File: config.mk
export PLATFORM = sky130hd
export DESIGN_NAME = elw_line_unit
export DESIGN_NICKNAME = d
export VERILOG_FILES = /design/src/shared/elw_pkg.sv /design/src/rtl/elw_edge_detect.sv /design/src/rtl/elw_line_unit.sv
export SDC_FILE = /design/constraint.sdc
export NUM_CORES = 1
export LEC_CHECK = 0
export ABC_AREA = 0
export CAP_MARGIN = 30
export CORE_MARGIN = 8
export CORE_UTILIZATION = 55
export DETAILED_ROUTE_END_ITERATION = 12
export DONT_BUFFER_PORTS = 1
export PLACE_DENSITY = 0.79
export SETUP_SLACK_MARGIN = 0.5
export SYNTH_ARGS = -nofsm -noshare
export SYNTH_HDL_FRONTEND = slang
export SYNTH_HIERARCHICAL = 1
export SYNTH_SLANG_ARGS = --single-unit
File: constraint.sdc
create_clock -name ref_clk -period 3.6 [get_ports ref_clk]
set_input_delay 0.72 -clock ref_clk [delete_from_list [all_inputs] [get_ports ref_clk]]
set_output_delay 0.72 -clock ref_clk [all_outputs]
set_load 0.005 [all_outputs]
File: src/shared/elw_pkg.sv
package elw_pkg;

    // Bus widths of the register port, and the number of lines.
    localparam int ADDR_W = 8;
    localparam int DATA_W = 8;
    localparam int LINES  = 16;

    // Register byte offsets.
    localparam logic [7:0] OFS_CTRL       = 8'h24;
    localparam logic [7:0] OFS_MASK_HIGH  = 8'h28;
    localparam logic [7:0] OFS_MASK_LOW   = 8'h2C;
    localparam logic [7:0] OFS_EDGE_LOW   = 8'h30;
    localparam logic [7:0] OFS_EDGE_HIGH  = 8'h34;
    localparam logic [7:0] OFS_PEND_LOW   = 8'h38;
    localparam logic [7:0] OFS_PEND_HIGH  = 8'h3C;
    localparam logic [7:0] OFS_STATUS     = 8'h40;

    // Field positions inside the control register.
    localparam int CTRL_WAKE_SEL_BIT   = 0;
    localparam int CTRL_GLOBAL_EN_BIT  = 1;
    localparam int CTRL_STOP_BIT       = 2;

    // Field positions inside the status register.
    localparam int STAT_EXIT_FLAG_BIT  = 0;
    localparam int STAT_IN_STOP_BIT    = 1;

    // Fixed line assignments.
    localparam int LINE_SOFTWARE = 0;
    localparam int LINE_USB      = 1;
    localparam int LINE_STANDBY  = 15;

    // Values after reset.
    localparam logic [15:0] RESET_MASK  = 16'h0000;
    localparam logic [15:0] RESET_EDGE  = 16'h0000;
    localparam logic [15:0] RESET_PEND  = 16'h0000;
    localparam logic [7:0]  RESET_RDATA = 8'h00;

    // Stop sequence states, Gray coded along idle, one, one-zero, stopped.
    typedef enum logic [1:0] {
        ELW_SEQ_IDLE    = 2'h0,
        ELW_SEQ_ONE     = 2'h1,
        ELW_SEQ_ONEZERO = 2'h3,
        ELW_SEQ_STOPPED = 2'h2
    } elw_seq_type;

    // One register port access.
    typedef struct packed {
        logic [ADDR_W-1:0] addr;
        logic [DATA_W-1:0] wdata;
        logic              wr;
        logic              rd;
    } elw_bus_type;

    // Whole state of the line unit.
    typedef struct packed {
        logic [LINES-1:0]  mask;
        logic [LINES-1:0]  edge_sel;
        logic [LINES-1:0]  pend;
        logic              global_en;
        logic              wake_sel;
        elw_seq_type       seq;
        logic              exit_flag;
        logic              irq;
        logic [DATA_W-1:0] rdata;
    } elw_state_type;

    // Whole state of the edge detector.
    typedef struct packed {
        logic [LINES-1:0] prev;
        logic             armed;
    } elw_edge_state_type;

endpackage

File: src/rtl/elw_edge_detect.sv
`timescale 1ns/1ps

module elw_edge_detect #(
    parameter int WIDTH = 16
) (
    input  wire logic             ref_clk,
    input  wire logic             reset,
    input  wire logic [WIDTH-1:0] line_level,
    input  wire logic [WIDTH-1:0] rise_sel,
    output logic      [WIDTH-1:0] hit
);

    elw_pkg::elw_edge_state_type state_reg;
    elw_pkg::elw_edge_state_type state_next;

    // Edges are ignored until one sample is held, so a line already high at reset
    // with a rising trigger does not fire a false edge.
    always_comb begin
        state_next.prev  = line_level;
        state_next.armed = 1'b1;
    end

    always_ff @(posedge ref_clk) begin
        if (reset) begin
            state_reg.prev  <= '0;
            state_reg.armed <= 1'b0;
        end else begin
            state_reg <= state_next;
        end
    end

    // Each line compares its new level with the last one and keeps only the chosen edge.
    generate
        for (genvar i = 0; i < WIDTH; i++) begin : g_line
            always_comb begin
                if (rise_sel[i]) begin
                    hit[i] = state_reg.armed & line_level[i] & ~state_reg.prev[i];
                end else begin
                    hit[i] = state_reg.armed & ~line_level[i] & state_reg.prev[i];
                end
            end
        end
    endgenerate

endmodule

File: src/rtl/elw_line_unit.sv
// Summary of operation
// - Sixteen lines: software, USB resume, fourteen pins.
// - All lines merge onto one request output.
// - Masked lines give no interrupt, no wake.
// - Per-line choice of rising or falling edge.
// - Wake select low: lines only interrupt.
// - Wake select high: unmasked pending lines wake.
// - Requests pass only with global enable set.
// - Stop refused when every line is masked.
// - Stop refused while unmasked pending bit set.
// - Stop needs writes one, zero, one.
// - Other accesses between sequence writes allowed.
// - Two zero writes return sequence to idle.
// - Acknowledge during sequence cancels, both flags zero.
// - Correct sequence stops; wake exits, flag one.
// - Partial pending clear gives fresh request edge.
// - All pending cleared: request stays low.
// - Only the standby line leaves standby.
// - Line zero is set only by software.
// - Interrupt and wake outputs are independent.
// - Wake in stop clears stop bit.
//
// Implementation choices: the address map and strobed register access.
`timescale 1ns/1ps

module elw_line_unit #(
    parameter int PIN_COUNT = 14
) (
    input  wire logic                       ref_clk,
    input  wire logic                       reset,
    input  wire logic [7:0]                 reg_addr,
    input  wire logic [7:0]                 reg_wdata,
    input  wire logic                       reg_wr,
    input  wire logic                       reg_rd,
    output logic      [7:0]                 reg_rdata,
    input  wire logic [PIN_COUNT-1:0]       port_lines,
    input  wire logic                       usb_end_suspend,
    input  wire logic                       irq_ack,
    input  wire logic                       standby_active,
    output logic                            line_unit_irq_channel,
    output logic                            wake_event,
    output logic                            stop_request,
    output logic                            standby_wake
);

    elw_pkg::elw_state_type state_reg;
    elw_pkg::elw_state_type state_next;
    elw_pkg::elw_bus_type   bus;

    logic [15:0] line_level;
    logic [15:0] edge_hit;
    logic [15:0] armed_pend;
    logic        any_armed;
    logic        stop_allowed;
    logic        wake_now;
    logic        pend_cleared;

    // Register address decode, used both by the read path and the write path.
    function automatic logic hit_addr(input logic [7:0] addr, input logic [7:0] ofs);
        hit_addr = (addr == ofs);
    endfunction

    // Read value of one register; unmapped offsets and reserved bits read zero.
    function automatic logic [7:0] read_value(input logic [7:0] addr,
                                              input elw_pkg::elw_state_type s);
        logic [7:0] v;
        v = 8'h00;
        if (hit_addr(addr, elw_pkg::OFS_CTRL)) begin
            v[elw_pkg::CTRL_WAKE_SEL_BIT]  = s.wake_sel;
            v[elw_pkg::CTRL_GLOBAL_EN_BIT] = s.global_en;
            v[elw_pkg::CTRL_STOP_BIT]      = (s.seq == elw_pkg::ELW_SEQ_ONE) ||
                                             (s.seq == elw_pkg::ELW_SEQ_STOPPED);
        end else if (hit_addr(addr, elw_pkg::OFS_MASK_LOW)) begin
            v = s.mask[7:0];
        end else if (hit_addr(addr, elw_pkg::OFS_MASK_HIGH)) begin
            v = s.mask[15:8];
        end else if (hit_addr(addr, elw_pkg::OFS_EDGE_LOW)) begin
            v = s.edge_sel[7:0];
        end else if (hit_addr(addr, elw_pkg::OFS_EDGE_HIGH)) begin
            v = s.edge_sel[15:8];
        end else if (hit_addr(addr, elw_pkg::OFS_PEND_LOW)) begin
            v = s.pend[7:0];
        end else if (hit_addr(addr, elw_pkg::OFS_PEND_HIGH)) begin
            v = s.pend[15:8];
        end else if (hit_addr(addr, elw_pkg::OFS_STATUS)) begin
            v[elw_pkg::STAT_EXIT_FLAG_BIT] = s.exit_flag;
            v[elw_pkg::STAT_IN_STOP_BIT]   = (s.seq == elw_pkg::ELW_SEQ_STOPPED);
        end
        read_value = v;
    endfunction

    // Bundle the register port so the processes below see one access.
    assign bus.addr  = reg_addr;
    assign bus.wdata = reg_wdata;
    assign bus.wr    = reg_wr;
    assign bus.rd    = reg_rd;

    // Line zero has no hardware source and stays low here; line one is the
    // USB resume event and the rest are the port pins.
    assign line_level[elw_pkg::LINE_SOFTWARE] = 1'b0;
    assign line_level[elw_pkg::LINE_USB]      = usb_end_suspend;
    assign line_level[15:2]                   = port_lines;

    elw_edge_detect #(
        .WIDTH(16)
    ) u_edge (
        .ref_clk   (ref_clk),
        .reset     (reset),
        .line_level(line_level),
        .rise_sel  (state_reg.edge_sel),
        .hit       (edge_hit)
    );

    // Only unmasked pending lines count toward requests, wake and stop checks.
    assign armed_pend   = state_reg.pend & state_reg.mask;
    assign any_armed    = |armed_pend;
    assign stop_allowed = state_reg.wake_sel && (|state_reg.mask) && !any_armed;
    assign wake_now     = state_reg.wake_sel && any_armed;

    // A pending write that drops at least one set bit. The request is pulled low
    // for one cycle so the controller sees a new rising edge if others remain.
    always_comb begin
        pend_cleared = 1'b0;
        if (bus.wr && hit_addr(bus.addr, elw_pkg::OFS_PEND_LOW)) begin
            pend_cleared = |(state_reg.pend[7:0] & ~bus.wdata);
        end else if (bus.wr && hit_addr(bus.addr, elw_pkg::OFS_PEND_HIGH)) begin
            pend_cleared = |(state_reg.pend[15:8] & ~bus.wdata);
        end
    end

    // Next state of the whole unit.
    always_comb begin
        state_next = state_reg;

        // Mask and edge registers take the written byte as it stands; control keeps only its wake select and global enable bits.
        if (bus.wr && hit_addr(bus.addr, elw_pkg::OFS_MASK_LOW)) begin
            state_next.mask[7:0] = bus.wdata;
        end
        if (bus.wr && hit_addr(bus.addr, elw_pkg::OFS_MASK_HIGH)) begin
            state_next.mask[15:8] = bus.wdata;
        end
        if (bus.wr && hit_addr(bus.addr, elw_pkg::OFS_EDGE_LOW)) begin
            state_next.edge_sel[7:0] = bus.wdata;
        end
        if (bus.wr && hit_addr(bus.addr, elw_pkg::OFS_EDGE_HIGH)) begin
            state_next.edge_sel[15:8] = bus.wdata;
        end
        if (bus.wr && hit_addr(bus.addr, elw_pkg::OFS_CTRL)) begin
            state_next.wake_sel  = bus.wdata[elw_pkg::CTRL_WAKE_SEL_BIT];
            state_next.global_en = bus.wdata[elw_pkg::CTRL_GLOBAL_EN_BIT];
        end

        // Pending bits: a written zero clears, a written one keeps the bit,
        // except on line zero where a one sets it. A fresh edge in the same
        // cycle is ORed in last, so a set always beats a clear.
        if (bus.wr && hit_addr(bus.addr, elw_pkg::OFS_PEND_LOW)) begin
            state_next.pend[7:0] = state_reg.pend[7:0] & bus.wdata;
            state_next.pend[elw_pkg::LINE_SOFTWARE] = bus.wdata[elw_pkg::LINE_SOFTWARE];
        end
        if (bus.wr && hit_addr(bus.addr, elw_pkg::OFS_PEND_HIGH)) begin
            state_next.pend[15:8] = state_reg.pend[15:8] & bus.wdata;
        end
        state_next.pend = state_next.pend | edge_hit;

        // Exit flag: software clears it by writing one; the hardware set wins.
        if (bus.wr && hit_addr(bus.addr, elw_pkg::OFS_STATUS) &&
            bus.wdata[elw_pkg::STAT_EXIT_FLAG_BIT]) begin
            state_next.exit_flag = 1'b0;
        end

        // Stop sequence recogniser. Only control register writes, an acknowledge or a wake move it,
        // so any other register access in between is harmless.
        case (state_reg.seq)
            elw_pkg::ELW_SEQ_IDLE: begin
                if (bus.wr && hit_addr(bus.addr, elw_pkg::OFS_CTRL) &&
                    bus.wdata[elw_pkg::CTRL_STOP_BIT]) begin
                    state_next.seq = elw_pkg::ELW_SEQ_ONE;
                end
            end
            elw_pkg::ELW_SEQ_ONE: begin
                if (irq_ack) begin
                    state_next.seq       = elw_pkg::ELW_SEQ_IDLE;
                    state_next.exit_flag = 1'b0;
                end else if (bus.wr && hit_addr(bus.addr, elw_pkg::OFS_CTRL) &&
                             !bus.wdata[elw_pkg::CTRL_STOP_BIT]) begin
                    state_next.seq = elw_pkg::ELW_SEQ_ONEZERO;
                end
            end
            elw_pkg::ELW_SEQ_ONEZERO: begin
                if (irq_ack) begin
                    state_next.seq       = elw_pkg::ELW_SEQ_IDLE;
                    state_next.exit_flag = 1'b0;
                end else if (bus.wr && hit_addr(bus.addr, elw_pkg::OFS_CTRL)) begin
                    if (!bus.wdata[elw_pkg::CTRL_STOP_BIT]) begin
                        state_next.seq = elw_pkg::ELW_SEQ_IDLE;
                    end else if (stop_allowed) begin
                        state_next.seq = elw_pkg::ELW_SEQ_STOPPED;
                    end else begin
                        state_next.seq = elw_pkg::ELW_SEQ_IDLE;
                    end
                end
            end
            elw_pkg::ELW_SEQ_STOPPED: begin
                // Stop-bit writes are ignored here; the core is frozen anyway.
                if (wake_now) begin
                    state_next.seq       = elw_pkg::ELW_SEQ_IDLE;
                    state_next.exit_flag = 1'b1;
                end
            end
            default: begin
                state_next.seq = elw_pkg::ELW_SEQ_IDLE;
            end
        endcase

        // Edge-style request: high while enabled unmasked lines pend, with a
        // one-cycle gap after each partial clear.
        state_next.irq = state_reg.global_en && any_armed && !pend_cleared;

        // Read data stand only in the cycle after the read strobe.
        state_next.rdata = bus.rd ? read_value(bus.addr, state_reg) : elw_pkg::RESET_RDATA;
    end

    // Every bit of state is registered here.
    always_ff @(posedge ref_clk) begin
        if (reset) begin
            state_reg.mask      <= elw_pkg::RESET_MASK;
            state_reg.edge_sel  <= elw_pkg::RESET_EDGE;
            state_reg.pend      <= elw_pkg::RESET_PEND;
            state_reg.global_en <= 1'b0;
            state_reg.wake_sel  <= 1'b0;
            state_reg.seq       <= elw_pkg::ELW_SEQ_IDLE;
            state_reg.exit_flag <= 1'b0;
            state_reg.irq       <= 1'b0;
            state_reg.rdata     <= elw_pkg::RESET_RDATA;
        end else begin
            state_reg <= state_next;
        end
    end

    // Outputs. The wake output ignores the global enable so the two paths
    // stay independent.
    assign reg_rdata             = state_reg.rdata;
    assign line_unit_irq_channel = state_reg.irq;
    assign wake_event            = wake_now;
    assign stop_request          = (state_reg.seq == elw_pkg::ELW_SEQ_STOPPED);
    // Standby is left only through the dedicated line, and only when it is armed.
    assign standby_wake          = standby_active && state_reg.wake_sel &&
                                   armed_pend[elw_pkg::LINE_STANDBY];

endmodule

==> results.txt <==
Vias - 3602
Slew HR - 41.3%
Post-CTS setup buffers - 0
Outcome - complete, no violations
Worst skew pair latency - 360 ps
Critical path fanouts, max - 6
Placed cell areas - 4080 sq um
Setup TNS Final - 0 ps
Die area - 10500 sq um
Max_cap viols - 0
Initial antenna violation count - 0
DPL Wire Length - 8040 um
Post-Synthesis Cells - 479
Pleak - 1.57 nW
Synthesis-stage register bit count - 79
CP max-delay cell - and4_1
I/O pin count - 49
Async SR Flop Fraction - 0%
Gpl congestion - 0.952
ANT cells - 0
Global-route wire length before repair - 17800 um
Horiz. Die Dim - 102 um
Largest net degree at the start of global routing - 73
Worst Tran Pin Value - 876 ps
Worst EP required - 2880 ps
Synth top area cells - dfxtp_1 39%, mux2i_1 6.8%, nor2_1 4.6%
Die height - 102 um
CTS root buf - clkbuf_8
Layout cell share with drive strength beyond 1 - 7.89%
Area Overhead vs Synth - 5.58%
Starting DRT DRC Count - 362
Core area - 7250 sq um
Synth Flop Type - dfxtp_1
DR vias/cell - 6.34
Total track usage - 22.1%
Number of global-route vias before repair - 3405
Cell taking the most area after synthesis - dfxtp_1
Sink Count - 79
Endpoints failing hold - 0
Post-DRT Antenna Nets - 0
Setup-failing EPs final - 0
Layout Nets - 506
Crit start category - flip-flop
Crit path arrival time - 1670 ps
Synth top area share - 38.5%
Port Buffers - 0
TritonCTS Buffers - 9
EDFF count, synth - 0
Synthesized area - 4110 sq um
Synth Warn # - 6
Minimum clock period - 2390 ps
Remaining Overflow, GRT - 0
Crit path kind - flip-flop to output pin
Placed Instances - 551
Rows - 31
Clock skew - 10.0 ps
CTS tree - done
Sequential area share after synthesis - 38.5%
Cell family with most CP delay - simple AND/OR/NAND/NOR gates
Starting Density - 56.6%
Synthesized area per cell - 8.57 sq um
Drc violations - 0
Final Max Tran Viols - 0
Finished Cell Area - 4340 sq um
Max reg flops - 53
Crit end category - output pin
Clock-pin slew on the worst setup and hold paths - 80 ps
CTS HTree Levels - 3
Buffer and inverter count on the worst path - 0
Hold Path Class - primary input to flip-flop
Power per cell area - 404 nW/um^2
RSZ-0062 raised after global routing - false
Yosys cell types - 55
Peak VDD IR - 0.229 mV
Fmax - 418 MHz
Final worst path period share - 66.5%
Hold buffer count at CTS - 0
WL/cell - 19.6 um
Clock buffer depth - 2
Crit path cell chain - a22o_1, a221oi_1, and4_1, nor2_1
Routed wire length - 11100 um
Non-Filler Instances - 568
Largest stage delay on the critical path - 400 ps
TritonRoute pass-1 iters - 6
# resized after CTS - 0
cell usage in the layout (no fill, tap or decap), types with 16 or more instances in the layout:
master / count
nor2b_1: 18
inv_1: 40
mux2i_1: 28
nand2_1: 36
nor2_1: 50
a21oi_1: 29
dfxtp_1: 79
nand4bb_1: 16
o21ai_0: 18
nand4b_1: 17
layer usage:
layer / vias up / GRT usage [%] / wire length [um]
met2: 193 / 35.3 / 5260
met5: - / 0 / 0
li1: 1676 / - / -
met4: 0 / 8.80 / 215
met3: 25 / 6.68 / 1060
met1: 1708 / 27.1 / 4590
Yosys cell counts (all sizes together) (2+ instances only):
cell	instances
inv	40
o21ai	18
o31ai	2
nor4b	2
clkbuf	18
nand2	36
a22oi	6
mux2	9
nor3	6
dfxtp	79
nor2	50
nand4bb	16
nor4	7
a221oi	8
buf	13
nand3	10
a21oi	29
nand4	4
and2b	4
a31oi	3
or2	3
o22ai	11
mux2i	28
ha	5
a22o	6
nor2b	18
or3b	2
and4	3
o211ai	3
nand4b	17
nand2b	4
power breakdown:
part           switching (mW)  leakage [nW]  total [mW]  internal (mW)
Clock                   0.326         0.119       0.774          0.448
Sequential             0.0166         0.642       0.907          0.890
Combinational          0.0329         0.810      0.0719         0.0390
Total                   0.375          1.57        1.75           1.38
cells by family after synthesis:
logic type	share of synthesized area, %
flip-flops	38.5
other	0.0913
AO/OA/AOI/OAI	15.4
AND/OR/NAND/NOR	27.3
buffers and inverters	7.89
multiplexers	9.29
adder cells (fa/ha/maj)	1.52
metrics by stage:
stage                     utilization [%]  power [mW]  hold slack (ps)  setup slack [ps]
after global routing                 59.8        1.82              388              1070
after global placement               56.2       0.992              473               921
after CTS                            59.6        1.76              392              1190
after detailed placement             56.2       0.995              483               854
after floorplan                         -        1.00              453               973
final                                59.8        1.75              413              1210
worst paths after layout:
kind | start | end | slack (ps) | depth (start not counted)
setup / recovery | state_reg[23] | wake_event | 1210 | 4
hold / removal | reset | u_edge/state_reg[0] | 410 | 1
setup reg to reg | state_reg[10] | state_reg[10] | 1640 | 6
hold reg to reg | state_reg[30] | state_reg[30] | 490 | 2
cell type report:
type | count | area, sq um
Fill cell | 649 | 2920
Multi-Input combinational cell | 331 | 2210
Sequential cell | 79 | 1580
Clock buffer | 12 | 165
Inverter | 40 | 150
Tap cell | 99 | 124
Clock inverter | 4 | 76.3
Timing Repair Buffer | 3 | 30.0
(Power assumes the default switching activity.)
